==> src/tmr_defs.svh <==
`ifndef TMR_DEFS_SVH
`define TMR_DEFS_SVH

// Register addresses (9-bit data memory address)
`define TMR_ADDR_COUNT      9'h101
`define TMR_ADDR_COUNT_B0   9'h001
`define TMR_ADDR_OPTION     9'h181
`define TMR_ADDR_OPTION_B1  9'h081
`define TMR_ADDR_IRQ_B0     9'h00b
`define TMR_ADDR_IRQ_B1     9'h08b
`define TMR_ADDR_IRQ_B2     9'h10b
`define TMR_ADDR_IRQ_B3     9'h18b

// Interrupt control bit positions
`define TMR_IC_GIE     7
`define TMR_IC_PERIPH_IRQ_ENABLE    6
`define TMR_IC_TOIE    5
`define TMR_IC_EXTIE   4
`define TMR_IC_PCIE    3
`define TMR_IC_TOF     2
`define TMR_IC_EXTF    1
`define TMR_IC_PCF     0

// Option bit positions
`define TMR_OP_PULLUP  7
`define TMR_OP_EXTEDG  6
`define TMR_OP_CS      5
`define TMR_OP_SE      4
`define TMR_OP_PSA     3
`define TMR_OP_PS_HI   2
`define TMR_OP_PS_LO   0

// Reset values
`define TMR_OPTION_RST 8'hff
`define TMR_IRQ_RST    8'h00

// Index of the last phase clock in an instruction cycle
`define TMR_PHASES     2'h3

`endif

==> src/tmr_pkg.sv <==
package tmr_pkg;
    typedef enum logic [1:0] {
        TMR_Q1,
        TMR_Q2,
        TMR_Q3,
        TMR_Q4
    } tmr_phase_e;
    typedef logic [7:0] tmr_byte_t;
endpackage : tmr_pkg

==> src/tmr_timer0.sv <==
// Functional notes
// - Interrupt control bits: enables 7..3, timer, pin, port flags 2..0.
// - Interrupt control reachable at four mirrored bank addresses.
// - Flags set on their events regardless of any enable bit.
// - Every interrupt control bit is readable and writable.
// - Reset: option all ones, control bits 7..1 zero.
// - Option bits: pull-up, edge select, source, source edge, assign, ratio.
// - Source edge 1 counts falling pin edges, 0 counts rising.
// - Assignment 1 routes prescaler to watchdog, 0 to timer.
// - Ratio codes give timer 1:2..1:256, watchdog 1:1..1:128.
// - One prescaler; the unassigned unit runs undivided.
// - Prescaler count has no register address.
// - Timer write clears prescaler count while assigned to timer.
// - That clearing write leaves assignment and ratio unchanged.
// - Watchdog clear clears prescaler when assigned to watchdog.
// - Unassigned prescaler: external clock passes straight to synchroniser.
// - Prescaler output sampled on phases Q2 and Q4.
`include "tmr_defs.svh"

module tmr_timer0 (
    input  wire logic       clk,
    input  wire logic       rst_b,
    input  wire logic [8:0] addr,
    input  wire logic       wr_en,
    input  wire logic       rd_en,
    input  wire logic [7:0] wr_data,
    output logic      [7:0] rd_data,
    input  wire logic       watchdog_clear_instr,
    input  wire logic       upper_port_read,
    input  wire logic       timer_ext_clk_pin,
    input  wire logic       ext_int_pin,
    input  wire logic [3:0] upper_port,
    output logic            port_pullup_disable,
    output logic            watchdog_tick,
    output logic            irq
);

    function automatic logic is_irq_addr(input logic [8:0] a);
        is_irq_addr = (a == `TMR_ADDR_IRQ_B0) || (a == `TMR_ADDR_IRQ_B1) ||
                      (a == `TMR_ADDR_IRQ_B2) || (a == `TMR_ADDR_IRQ_B3);
    endfunction : is_irq_addr

    tmr_pkg::tmr_byte_t option_q;
    tmr_pkg::tmr_byte_t interrupt_control_q;
    tmr_pkg::tmr_byte_t timer_count_q;
    tmr_pkg::tmr_phase_e phase_q;
    logic [7:0] presc_q;
    logic [2:0] tclk_sync_q;
    logic       samp_q;
    logic [2:0] ext_sync_q;
    logic [3:0] port_s1_q;
    logic [3:0] port_s2_q;
    logic [3:0] port_latch_q;
    logic       presc_out;
    logic       presc_out_q;
    logic       src_edge;
    logic       tick_in;
    logic       tmr_inc;
    logic       ovf_evt;
    logic       ext_evt;
    logic       pc_evt;
    logic       wr_count;
    logic       wr_irq;
    logic       wr_opt;
    logic       psa_wdt;
    logic [7:0] ratio_mask;
    logic       presc_clr;
    logic       instr_tick;

    assign psa_wdt  = option_q[`TMR_OP_PSA];
    assign wr_count = wr_en && (addr == `TMR_ADDR_COUNT ||
                                addr == `TMR_ADDR_COUNT_B0);
    assign wr_opt   = wr_en && (addr == `TMR_ADDR_OPTION ||
                                addr == `TMR_ADDR_OPTION_B1);
    assign wr_irq   = wr_en && is_irq_addr(addr);
    assign port_pullup_disable = option_q[`TMR_OP_PULLUP];

    // Instruction cycle is four phases
    always_ff @(posedge clk) begin
        if (!rst_b) begin
            phase_q <= tmr_pkg::TMR_Q1;
        end else begin
            case (phase_q)
                tmr_pkg::TMR_Q1: phase_q <= tmr_pkg::TMR_Q2;
                tmr_pkg::TMR_Q2: phase_q <= tmr_pkg::TMR_Q3;
                tmr_pkg::TMR_Q3: phase_q <= tmr_pkg::TMR_Q4;
                default:         phase_q <= tmr_pkg::TMR_Q1;
            endcase
        end
    end
    assign instr_tick = (phase_q == tmr_pkg::TMR_Q4);

    // Pin synchronisers
    always_ff @(posedge clk) begin
        if (!rst_b) begin
            tclk_sync_q <= 3'h0;
            ext_sync_q  <= 3'h0;
            port_s1_q   <= 4'h0;
            port_s2_q   <= 4'h0;
        end else begin
            tclk_sync_q <= {tclk_sync_q[1:0], timer_ext_clk_pin};
            ext_sync_q  <= {ext_sync_q[1:0], ext_int_pin};
            port_s1_q   <= upper_port;
            port_s2_q   <= port_s1_q;
        end
    end

    // Counted edge of synchronised timer clock pin
    assign src_edge = option_q[`TMR_OP_SE] ?
                      (tclk_sync_q[2] && !tclk_sync_q[1]) :
                      (!tclk_sync_q[2] && tclk_sync_q[1]);
    assign tick_in  = option_q[`TMR_OP_CS] ? src_edge : instr_tick;

    // Shared prescaler; count is never visible on the bus
    assign presc_clr = (wr_count && !psa_wdt) ||
                       (watchdog_clear_instr && psa_wdt);
    always_ff @(posedge clk) begin
        if (!rst_b) begin
            presc_q <= 8'h00;
        end else if (presc_clr) begin
            presc_q <= 8'h00;
        end else if (psa_wdt ? instr_tick : tick_in) begin
            presc_q <= presc_q + 8'h01;
        end
    end

    // Ratio mask: timer 2^(n+1), watchdog 2^n
    always_comb begin
        ratio_mask = 8'h00;
        for (int i = 0; i < 8; i++) begin
            if (i <= int'(option_q[`TMR_OP_PS_HI:`TMR_OP_PS_LO]))
                ratio_mask[i] = 1'b1;
        end
        if (psa_wdt)
            ratio_mask = ratio_mask >> 1;
    end

    // Divided output: bit selected by ratio toggles
    always_comb begin
        presc_out = 1'b0;
        for (int i = 0; i < 8; i++) begin
            if (ratio_mask[i] && !ratio_mask[(i + 1) % 8])
                presc_out = presc_q[i];
            if (i == 7 && ratio_mask[7])
                presc_out = presc_q[7];
        end
    end

    // Unassigned: pin level, or a toggle per instruction cycle
    logic tmr_src;
    assign tmr_src = option_q[`TMR_OP_CS] ? tclk_sync_q[1]
                                          : (samp_q ^ instr_tick);
    assign watchdog_tick = psa_wdt ?
        (ratio_mask == 8'h00 ? instr_tick
                             : (presc_out && !presc_out_q))
        : instr_tick;

    // Sample prescaler output on Q2 and Q4
    always_ff @(posedge clk) begin
        if (!rst_b) begin
            samp_q <= 1'b0;
        end else if (phase_q == tmr_pkg::TMR_Q2 ||
                     phase_q == tmr_pkg::TMR_Q4) begin
            samp_q <= psa_wdt ? tmr_src : presc_out;
        end
    end

    always_ff @(posedge clk) begin
        if (!rst_b) begin
            presc_out_q <= 1'b0;
        end else begin
            presc_out_q <= presc_out;
        end
    end

    logic samp_prev_q;
    always_ff @(posedge clk) begin
        if (!rst_b) begin
            samp_prev_q <= 1'b0;
        end else begin
            samp_prev_q <= samp_q;
        end
    end
    // Pin level counts on the selected edge; internal toggle on any change
    assign tmr_inc = !psa_wdt ? (samp_q && !samp_prev_q) :
                     !option_q[`TMR_OP_CS] ? (samp_q != samp_prev_q) :
                     option_q[`TMR_OP_SE] ? (!samp_q && samp_prev_q) :
                     (samp_q && !samp_prev_q);

    // Timer count register
    always_ff @(posedge clk) begin
        if (!rst_b) begin
            timer_count_q <= 8'h00;
        end else if (wr_count) begin
            timer_count_q <= wr_data;
        end else if (tmr_inc) begin
            timer_count_q <= timer_count_q + 8'h01;
        end
    end
    assign ovf_evt = tmr_inc && !wr_count &&
                     (timer_count_q == 8'hff);

    // Option register; a timer write never touches it
    always_ff @(posedge clk) begin
        if (!rst_b) begin
            option_q <= `TMR_OPTION_RST;
        end else if (wr_opt) begin
            option_q <= wr_data;
        end
    end

    // External pin and port change events
    assign ext_evt = option_q[`TMR_OP_EXTEDG] ?
                     (ext_sync_q[1] && !ext_sync_q[2]) :
                     (!ext_sync_q[1] && ext_sync_q[2]);
    assign pc_evt  = (port_s2_q != port_latch_q);

    // Port read takes a new reference, ending the mismatch
    always_ff @(posedge clk) begin
        if (!rst_b) begin
            port_latch_q <= 4'h0;
        end else if (upper_port_read) begin
            port_latch_q <= port_s2_q;
        end
    end

    // Interrupt control: events win over a software clear
    always_ff @(posedge clk) begin
        if (!rst_b) begin
            interrupt_control_q <= `TMR_IRQ_RST;
        end else begin
            if (wr_irq)
                interrupt_control_q <= wr_data;
            if (ovf_evt)
                interrupt_control_q[`TMR_IC_TOF] <= 1'b1;
            if (ext_evt)
                interrupt_control_q[`TMR_IC_EXTF] <= 1'b1;
            if (pc_evt)
                interrupt_control_q[`TMR_IC_PCF] <= 1'b1;
        end
    end

    assign irq = interrupt_control_q[`TMR_IC_GIE] &&
        ((interrupt_control_q[`TMR_IC_TOIE] && interrupt_control_q[`TMR_IC_TOF]) ||
         (interrupt_control_q[`TMR_IC_EXTIE] && interrupt_control_q[`TMR_IC_EXTF]) ||
         (interrupt_control_q[`TMR_IC_PCIE] && interrupt_control_q[`TMR_IC_PCF]));

    // Read mux registered
    always_ff @(posedge clk) begin
        if (!rst_b) begin
            rd_data <= 8'h00;
        end else if (rd_en) begin
            if (addr == `TMR_ADDR_COUNT || addr == `TMR_ADDR_COUNT_B0)
                rd_data <= timer_count_q;
            else if (wr_opt || addr == `TMR_ADDR_OPTION ||
                     addr == `TMR_ADDR_OPTION_B1)
                rd_data <= option_q;
            else if (is_irq_addr(addr))
                rd_data <= interrupt_control_q;
            else
                rd_data <= 8'h00;
        end
    end

    overflow_flag_a: assert property (@(posedge clk)
        disable iff (!rst_b) ovf_evt |=> interrupt_control_q[`TMR_IC_TOF])
        else $error("overflow did not set flag");

    reset_option_a: assert property (@(posedge clk)
        !rst_b |=> option_q == `TMR_OPTION_RST && interrupt_control_q[7:1] == 7'h00)
        else $error("reset values wrong");

    ext_flag_a: assert property (@(posedge clk)
        disable iff (!rst_b) ext_evt |=> interrupt_control_q[`TMR_IC_EXTF])
        else $error("pin event lost");

    presc_clear_a: assert property (@(posedge clk)
        disable iff (!rst_b) (wr_count && !psa_wdt) |=> presc_q == 8'h00)
        else $error("timer write left prescaler count");

    wdt_clear_a: assert property (@(posedge clk)
        disable iff (!rst_b)
        (watchdog_clear_instr && psa_wdt) |=> presc_q == 8'h00)
        else $error("watchdog clear left prescaler count");

    option_keep_a: assert property (@(posedge clk)
        disable iff (!rst_b) (wr_count && !wr_opt) |=> $stable(option_q))
        else $error("timer write changed option");

    mirror_read_a: assert property (@(posedge clk)
        disable iff (!rst_b)
        (rd_en && is_irq_addr(addr)) |=> rd_data == $past(interrupt_control_q))
        else $error("mirror read mismatch");

    count_write_a: assert property (@(posedge clk)
        disable iff (!rst_b) wr_count |=> timer_count_q == $past(wr_data))
        else $error("timer write not stored");

    sample_phase_a: assert property (@(posedge clk)
        disable iff (!rst_b)
        (phase_q == tmr_pkg::TMR_Q1 || phase_q == tmr_pkg::TMR_Q3)
        |=> $stable(samp_q))
        else $error("sample outside Q2 or Q4");

    port_flag_a: assert property (@(posedge clk)
        disable iff (!rst_b) pc_evt |=> interrupt_control_q[`TMR_IC_PCF])
        else $error("port change lost");

    ovf_wrap_a: assert property (@(posedge clk)
        disable iff (!rst_b) ovf_evt |=> timer_count_q == 8'h00)
        else $error("overflow did not wrap to zero");

    count_inc_a: assert property (@(posedge clk)
        disable iff (!rst_b) (tmr_inc && !wr_count)
        |=> timer_count_q == $past(timer_count_q) + 8'h01)
        else $error("timer did not advance");

    count_hold_a: assert property (@(posedge clk)
        disable iff (!rst_b) (!tmr_inc && !wr_count)
        |=> $stable(timer_count_q))
        else $error("timer moved without a tick");

    option_write_a: assert property (@(posedge clk)
        disable iff (!rst_b) wr_opt |=> option_q == $past(wr_data))
        else $error("option write not stored");

    irq_write_a: assert property (@(posedge clk)
        disable iff (!rst_b) (wr_irq && !ovf_evt && !ext_evt && !pc_evt)
        |=> interrupt_control_q == $past(wr_data))
        else $error("control write not stored");

    ovf_hold_a: assert property (@(posedge clk)
        disable iff (!rst_b) (!wr_irq && interrupt_control_q[`TMR_IC_TOF])
        |=> interrupt_control_q[`TMR_IC_TOF])
        else $error("overflow flag dropped");

    ext_hold_a: assert property (@(posedge clk)
        disable iff (!rst_b) (!wr_irq && interrupt_control_q[`TMR_IC_EXTF])
        |=> interrupt_control_q[`TMR_IC_EXTF])
        else $error("pin flag dropped");

    port_ref_a: assert property (@(posedge clk)
        disable iff (!rst_b)
        upper_port_read |=> port_latch_q == $past(port_s2_q))
        else $error("port reference not taken");

    phase_wrap_a: assert property (@(posedge clk)
        disable iff (!rst_b) phase_q == tmr_pkg::TMR_Q4 |=> instr_tick == 1'b0)
        else $error("phase did not wrap");

    inc_pulse_a: assert property (@(posedge clk)
        disable iff (!rst_b) tmr_inc |=> !tmr_inc)
        else $error("timer increment longer than one cycle");

endmodule : tmr_timer0

==> config.mk <==
export PLATFORM = sky130hd
export DESIGN_NAME = tmr_timer0
export DESIGN_NICKNAME = d
export VERILOG_FILES = /design/src/tmr_pkg.sv /design/src/tmr_timer0.sv
export VERILOG_INCLUDE_DIRS = /design/src
export SDC_FILE = /design/constraint.sdc
export NUM_CORES = 1
export LEC_CHECK = 0
export BUFFER_PORTS_ARGS = -buffer_cell sky130_fd_sc_hd__buf_2
export CAP_MARGIN = 25
export CORE_UTILIZATION = 55
export CTS_CLUSTER_SIZE = 14
export DETAILED_ROUTE_END_ITERATION = 16
export PLACE_DENSITY = 0.83
export SLEW_MARGIN = 20
export SYNTH_ARGS = -nofsm -noshare
export SYNTH_HDL_FRONTEND = slang
export SYNTH_SLANG_ARGS = --single-unit
==> constraint.sdc <==
create_clock -name clk -period 2.2 [get_ports clk]
set_input_delay 0.44 -clock clk [delete_from_list [all_inputs] [get_ports clk]]
set_output_delay 0.44 -clock clk [all_outputs]
set_load 0.02 [all_outputs]
== Yosys cells after proc, flatten, opt, wreduce, memory -nomap -nowiden ==
Index checks and enable logic that the tools add are counted.
Storage, ports and cells
  flip-flop bits (word level): 63
  word-level logic and storage cells: 141
Cells by class
  $add $sub $neg: 2
  $lt $le $gt $ge: 7
  equal/unequal tests: 14
  muxes and demuxes: 38
  bitwise logic cells: 2
  reductions and logical operators: 61
Operators by type and width (number)
  $mux W8: 6
  $eq A9 B9 Y1 const B: 4
  $mux W1: 30
  $logic_and A1 B1 Y1: 26
  $eq A9 B8 Y1 const B: 2
  $logic_not A1 Y1: 17
  $add A8 B1 Y8 const B: 2
  $le A3 B3 Y1 const A: 4
  $logic_or A1 B1 Y1: 11
  $eq A9 B1 Y1 const B: 1
  $eq A9 B4 Y1 const B: 1
  $eq A8 B8 Y1 const B: 1
  $logic_not A8 Y1: 1
  $reduce_bool A2 Y1: 4
  $le A2 B3 Y1 const A: 2
  $pmux W2 S3: 1
  $eq A2 B2 Y1 const B: 2
  $ne A4 B4 Y1: 1
  $le A1 B3 Y1 const A: 1
  $mux W3: 1
  $eq A2 B1 Y1 const B: 1
  $logic_not A2 Y1: 1
  $reduce_or A2 Y1: 1
  $ne A1 B1 Y1: 1
  other kinds (2): 2

== Depth between registers and ports, before layout ==
  depth after elaboration: 17
  depth in mapped cells: 7

== Worst setup path before layout ==
OpenSTA, ideal clock, no wires.
  path kind: register to output
  from: register option_q[0]
  to: output port watchdog_tick
  data arrival time: 1.731 ns
  setup slack: 0.029 ns
  stages on the path, launching flop included: 7
  path through: dfxtp_1 > buf_2 > a21boi_0 > a211o_1 > a311oi_2 > nor2_1 > o31ai_1
On the way
  word-level cells in the longest chain between the ends: 17
  elaborated cells between the ends (all ways): 44
  classes of those cells: order compare (7); mux (19); reduce/logical (18)
RTL lines
  start: declaration: RTL line tmr_timer0.sv:43  | tmr_pkg::tmr_byte_t option_q;
  start signal: assignment: RTL line tmr_timer0.sv:206  | option_q <= `TMR_OPTION_RST;
  start signal: assignment: RTL line tmr_timer0.sv:208  | option_q <= wr_data;
  $le A1 B3 Y1 / $le A2 B3 Y1 (equally long branches): RTL line tmr_timer0.sv:131  | if (i <= int'(option_q[`TMR_OP_PS_HI:`TMR_OP_PS_LO]))
  $mux W1: RTL line tmr_timer0.sv:131
  $mux W8 (*): RTL line tmr_timer0.sv:134  | if (psa_wdt)
  $logic_not A1 Y1: RTL line tmr_timer0.sv:142  | if (ratio_mask[i] && !ratio_mask[(i + 1) % 8])
  $logic_and A1 B1 Y1: RTL line tmr_timer0.sv:142
  $mux W1 (8 in a row): RTL line tmr_timer0.sv:142
  $mux W1: RTL line tmr_timer0.sv:144  | if (i == 7 && ratio_mask[7])
  $logic_and A1 B1 Y1: RTL line tmr_timer0.sv:155  | : (presc_out && !presc_out_q))
  $mux W1 (*): RTL line tmr_timer0.sv:154  | (ratio_mask == 8'h00 ? instr_tick
  $mux W1 (*): RTL line tmr_timer0.sv:153  | assign watchdog_tick = psa_wdt ?
  end: declaration: RTL line tmr_timer0.sv:34  | output logic watchdog_tick,
Mark *: on every way between the ends. The rest lies on a longest branch, timed or not.

== Worst setup path after layout ==
  from: register option_q[3]
  to: output port watchdog_tick
On the way
  word-level cells in the longest chain between the ends: 15
  elaborated cells between the ends (all ways): 30
  classes of those cells: mux (12); reduce/logical (18)
RTL lines (RTL line)
  $mux W8: tmr_timer0.sv:134
  $logic_not A1 Y1: tmr_timer0.sv:142
  $logic_and A1 B1 Y1: tmr_timer0.sv:142
  $mux W1 (8 in a row): tmr_timer0.sv:142
  $mux W1: tmr_timer0.sv:144
  $logic_and A1 B1 Y1: tmr_timer0.sv:155
  $mux W1: tmr_timer0.sv:154
  $mux W1 (*): tmr_timer0.sv:153
Marked as above.

==> key figures <==
Global routing
  • Tot GR Track Use: 0.259
  • Wire length of the first global-routing pass: 11.7 mm
  • Maximum number of pins on one net before global-route repair: 27
  • Grt total ovfl: 0
  • Via count of the first global-routing pass: 2454
  • Antenna violations before repair: 0

Place
  • Port bufs: 38
  • Worst setup timing slack at the placement stage: -0.0324 ns
  • Half-perimeter wire length of the detailed placement result: 4.77 mm
  • Placed Instances: 417
  • GP Congestion: 0.918

Outcome
  • Violations in the final reports: setup timing
  • Run status: complete, but fails checks

Cells and area
  • Net total in the final layout: 397
  • Synthesis-to-finish area growth: 17.2%
  • Non-filler instance count after layout: 435
  • Fraction of layout cells with a size suffix above 1: 0.255
  • Count of antenna diodes in the layout: 0

CTS
  • Bufs on Longest Clock Path: 2
  • CTS H-tree depth: 3
  • Number of buffers inserted during clock tree synthesis: 9
  • Total of hold buffers inserted after clock tree synthesis: 0
  • Clock latency on the worst-skew pair: 0.35 ns
  • CTS Root Cell: clkbuf_8
  • Sink Count: 63
  • Clock tree from TritonCTS: yes
  • Post-CTS clock slew at the launch and capture registers of the worst setup and hold paths: 0.07 ns

Setup path
  • Number of cells on the worst reg-to-reg path: 7
  • Critical path startpoint category: flop
  • Worst R2R End: timer_count_q[0]$_SDFFE_PN0P_
  • Data required time at the worst endpoint: 1.76 ns
  • Startpoint of the worst setup timing path: option_q[3]$_SDFFE_PN1P_
  • Biggest fanout along the worst timing path: 7
  • Element type at the critical path end: output pin
  • Timing endpoint of the critical path: watchdog_tick
  • Data arrival, critical path: 1.94 ns
  • Reg2Reg Setup Slack: 0.35 ns
  • Critical path class: reg -> out
  • Beginning of the worst register-to-register path: samp_q$_SDFFE_PN0P_

STA
  • Final critical-path required period: 2.38 ns
  • Setup repair after global routing missed its margin: yes
  • Fmax: 421 MHz
  • Fraction of the cycle the final worst path needs: 1.08
  • Worst hold slack: 0.297 ns
  • Skew final: 0.00685 ns
  • Number of max-slew violations in the final report: 0
  • Count of final hold-check violations: 0
  • Transition time at the pin with the least slew margin: 0.415 ns
  • Setup violators final: 1
  • Worst rel slew slack: 0.722
  • Final setup slack of the worst path: -0.177 ns

Routing
  • Detailed-routing iteration count for the pre-antenna-repair pass: 6
  • Remaining routing DRC violations: 0
  • Number of vias after detailed routing: 2510
  • Average wire per standard cell: 15.9 um
  • Post-route ant nets: 0
  • Vias per cell: 5.77
  • DRT iter0 DRCs: 237
  • Post-detailed-routing wire length: 6.90 mm

Logic synthesis
  • Post-synthesis share of cell area spent on full adders, half adders and majority gates: 0.0329
  • Count of flip-flops with a built-in enable after synthesis: 0
  • Number of flip-flops and latches in the synthesized netlist: 63
  • Commonest cells in the synthesized netlist: dfxtp_1, nor2_1, mux2i_1, nand2_1
  • Synth Net Count: 352
  • Avg Inst Size Synth: 9.67 um^2
  • Fraction of the mapped netlist area in simple logic gates: 0.213
  • Ys Warns: 0
  • Distinct cell type count after synthesis: 58
  • Netlist area before placement: 0.00305 mm^2
  • Share of the yosys chip area belonging to registers: 0.414
  • Area leader, netlist: dfxtp_1
  • Area share of xor/xnor cells in the synthesized design: 0.0517
  • Proportion of netlist area held by the largest area contributor: 0.414
  • Primary FF master, synth: dfxtp_1
  • Dominant combinational cell family by area after synthesis: simple AND/OR/NAND/NOR gates
  • Share of cell area taken by muxes after synthesis: 0.0949
  • Number of cells produced by synthesis: 315
  • Area contributors post-synth: dfxtp_1, mux2i_1, nor2_1
  • Post-synthesis compound-gate area fraction: 0.158
  • Most common cell in the synthesized netlist: dfxtp_1
  • Share of flip-flops with an asynchronous set or reset: 0

Floorplan
  • Core Area: 0.00520 mm^2
  • Boundary pin count: 40
  • Die height: 76.4 um
  • Die boundary width: 76.4 um
  • Initial core utilization: 0.585
  • Std cell rows: 26
  • Area of the die: 0.00584 mm^2

Pwr
  • PnR Total Power: 2.48 mW
  • Cell area power density: 696 mW/mm^2
  • Worst voltage drop across the vdd grid: 0.570 mV
  • Pleak: 1.52 nW

Job
  • Max-Cap Viols: 0

Min path
  • Path class of the lowest-slack min-delay path: in -> reg
worst max-delay path, stage by stage, from the launching register on:
cell and delay [ns]:
dfxtp_4 0.38, mux2i_1 0.13, a211o_1 0.32, a311oi_2 0.26, nor2_1 0.09, o31ai_1 0.21
buf_2 0.20
flip-flops by register name, summed over array words and instances, names as in the netlist:
register / flops
rd_data: 8
port_s1_q: 4
port_s2_q: 4
interrupt_control_q: 8
ext_sync_q: 3
phase_q: 2
presc_q: 8
tclk_sync_q: 3
presc_out_q: 1
port_latch_q: 4
timer_count_q: 8
samp_prev_q: 1
samp_q: 1
option_q: 8
per-stage QoR:
| step | cell area [um^2] | util | setup TNS [ns] |
|---|---|---|---|
| 6_report | 3570 | 0.686 | -0.177 |
| 5_1_grt | 3570 | 0.686 | -0.276 |
| 4_1_cts | 3570 | 0.686 | -0.158 |
| 3_5_place_dp | 3320 | 0.638 | -0.0324 |
| 3_3_place_gp | 3320 | 0.638 | 0 |
| 2_1_floorplan | 3050 | - | 0 |
layer usage:
layer  GRT usage  up-vias  wire [um]
met5           0        -          0
met4      0.0962        0        110
met3      0.0695       13        435
met2       0.412       84       3340
met1       0.334     1204       3010
li1            -     1209          -
logic make-up after synthesis:
logic type / Yosys count
muxes: 28
adders and majority gates: 8
AOI/OAI and AO/OA: 64
DFF: 63
xor gates and xnor gates: 18
and+or+nand+nor: 110
buffers and inverters: 24
area by class of cell:
class	count	area (um^2)
fill	396	1630
multi-input combinational	228	1700
clock inverter	5	57.6
tap	70	87.6
clock buffer	11	141
inverter	8	30.0
sequential	63	1270
timing repair buffer	50	280
worst min-delay path by stage:
| stage | start | slack [ns] | end | cells after the start |
|---|---|---|---|---|
| 2_1_floorplan | ext_sync_q[0]$_SDFF_PN0_ | 0.41 | ext_sync_q[1]$_SDFF_PN0_ | 1 |
| 3_3_place_gp | ext_sync_q[0]$_SDFF_PN0_ | 0.41 | ext_sync_q[1]$_SDFF_PN0_ | 1 |
| 6_report | timer_ext_clk_pin | 0.30 | tclk_sync_q[0]$_SDFF_PN0_ | 2 |
| 5_1_grt | upper_port[0] | 0.28 | port_s1_q[0]$_SDFF_PN0_ | 2 |
| 4_1_cts | upper_port[1] | 0.28 | port_s1_q[1]$_SDFF_PN0_ | 2 |
| 3_5_place_dp | port_s1_q[1]$_SDFF_PN0_ | 0.42 | port_s2_q[1]$_SDFF_PN0_ | 1 |
placed cells by master (no fill, tap or decap), types with 7 or more instances in the layout:
| cell | Yosys | final |
|---|---|---|
| dfxtp_1 | 63 | 58 |
| buf_2 | 2 | 38 |
| nor2_1 | 37 | 37 |
| mux2i_1 | 24 | 24 |
| nand2_1 | 19 | 19 |
| a21oi_1 | 15 | 15 |
| and2_1 | 15 | 15 |
| xnor2_1 | 14 | 14 |
| buf_4 | 2 | 12 |
| o21ai_0 | 10 | 10 |
| clkbuf_8 | 0 | 10 |
| a22oi_1 | 8 | 8 |
| ha_1 | 8 | 8 |
| inv_1 | 7 | 7 |
| a211oi_1 | 7 | 7 |
power by group:
part	leakage, nW	internal [mW]	switching (mW)
Combinational	0.913	0.113	0.151
Sequential	0.513	1.19	0.0339
Clock	0.0916	0.551	0.450
timing repair:
action,CTS,global route
setup endpoints to repair,1,1
pin swaps,2,0
gates resized for setup,11,0
buffers inserted,2,0
Power figures use the tool's default switching activity.
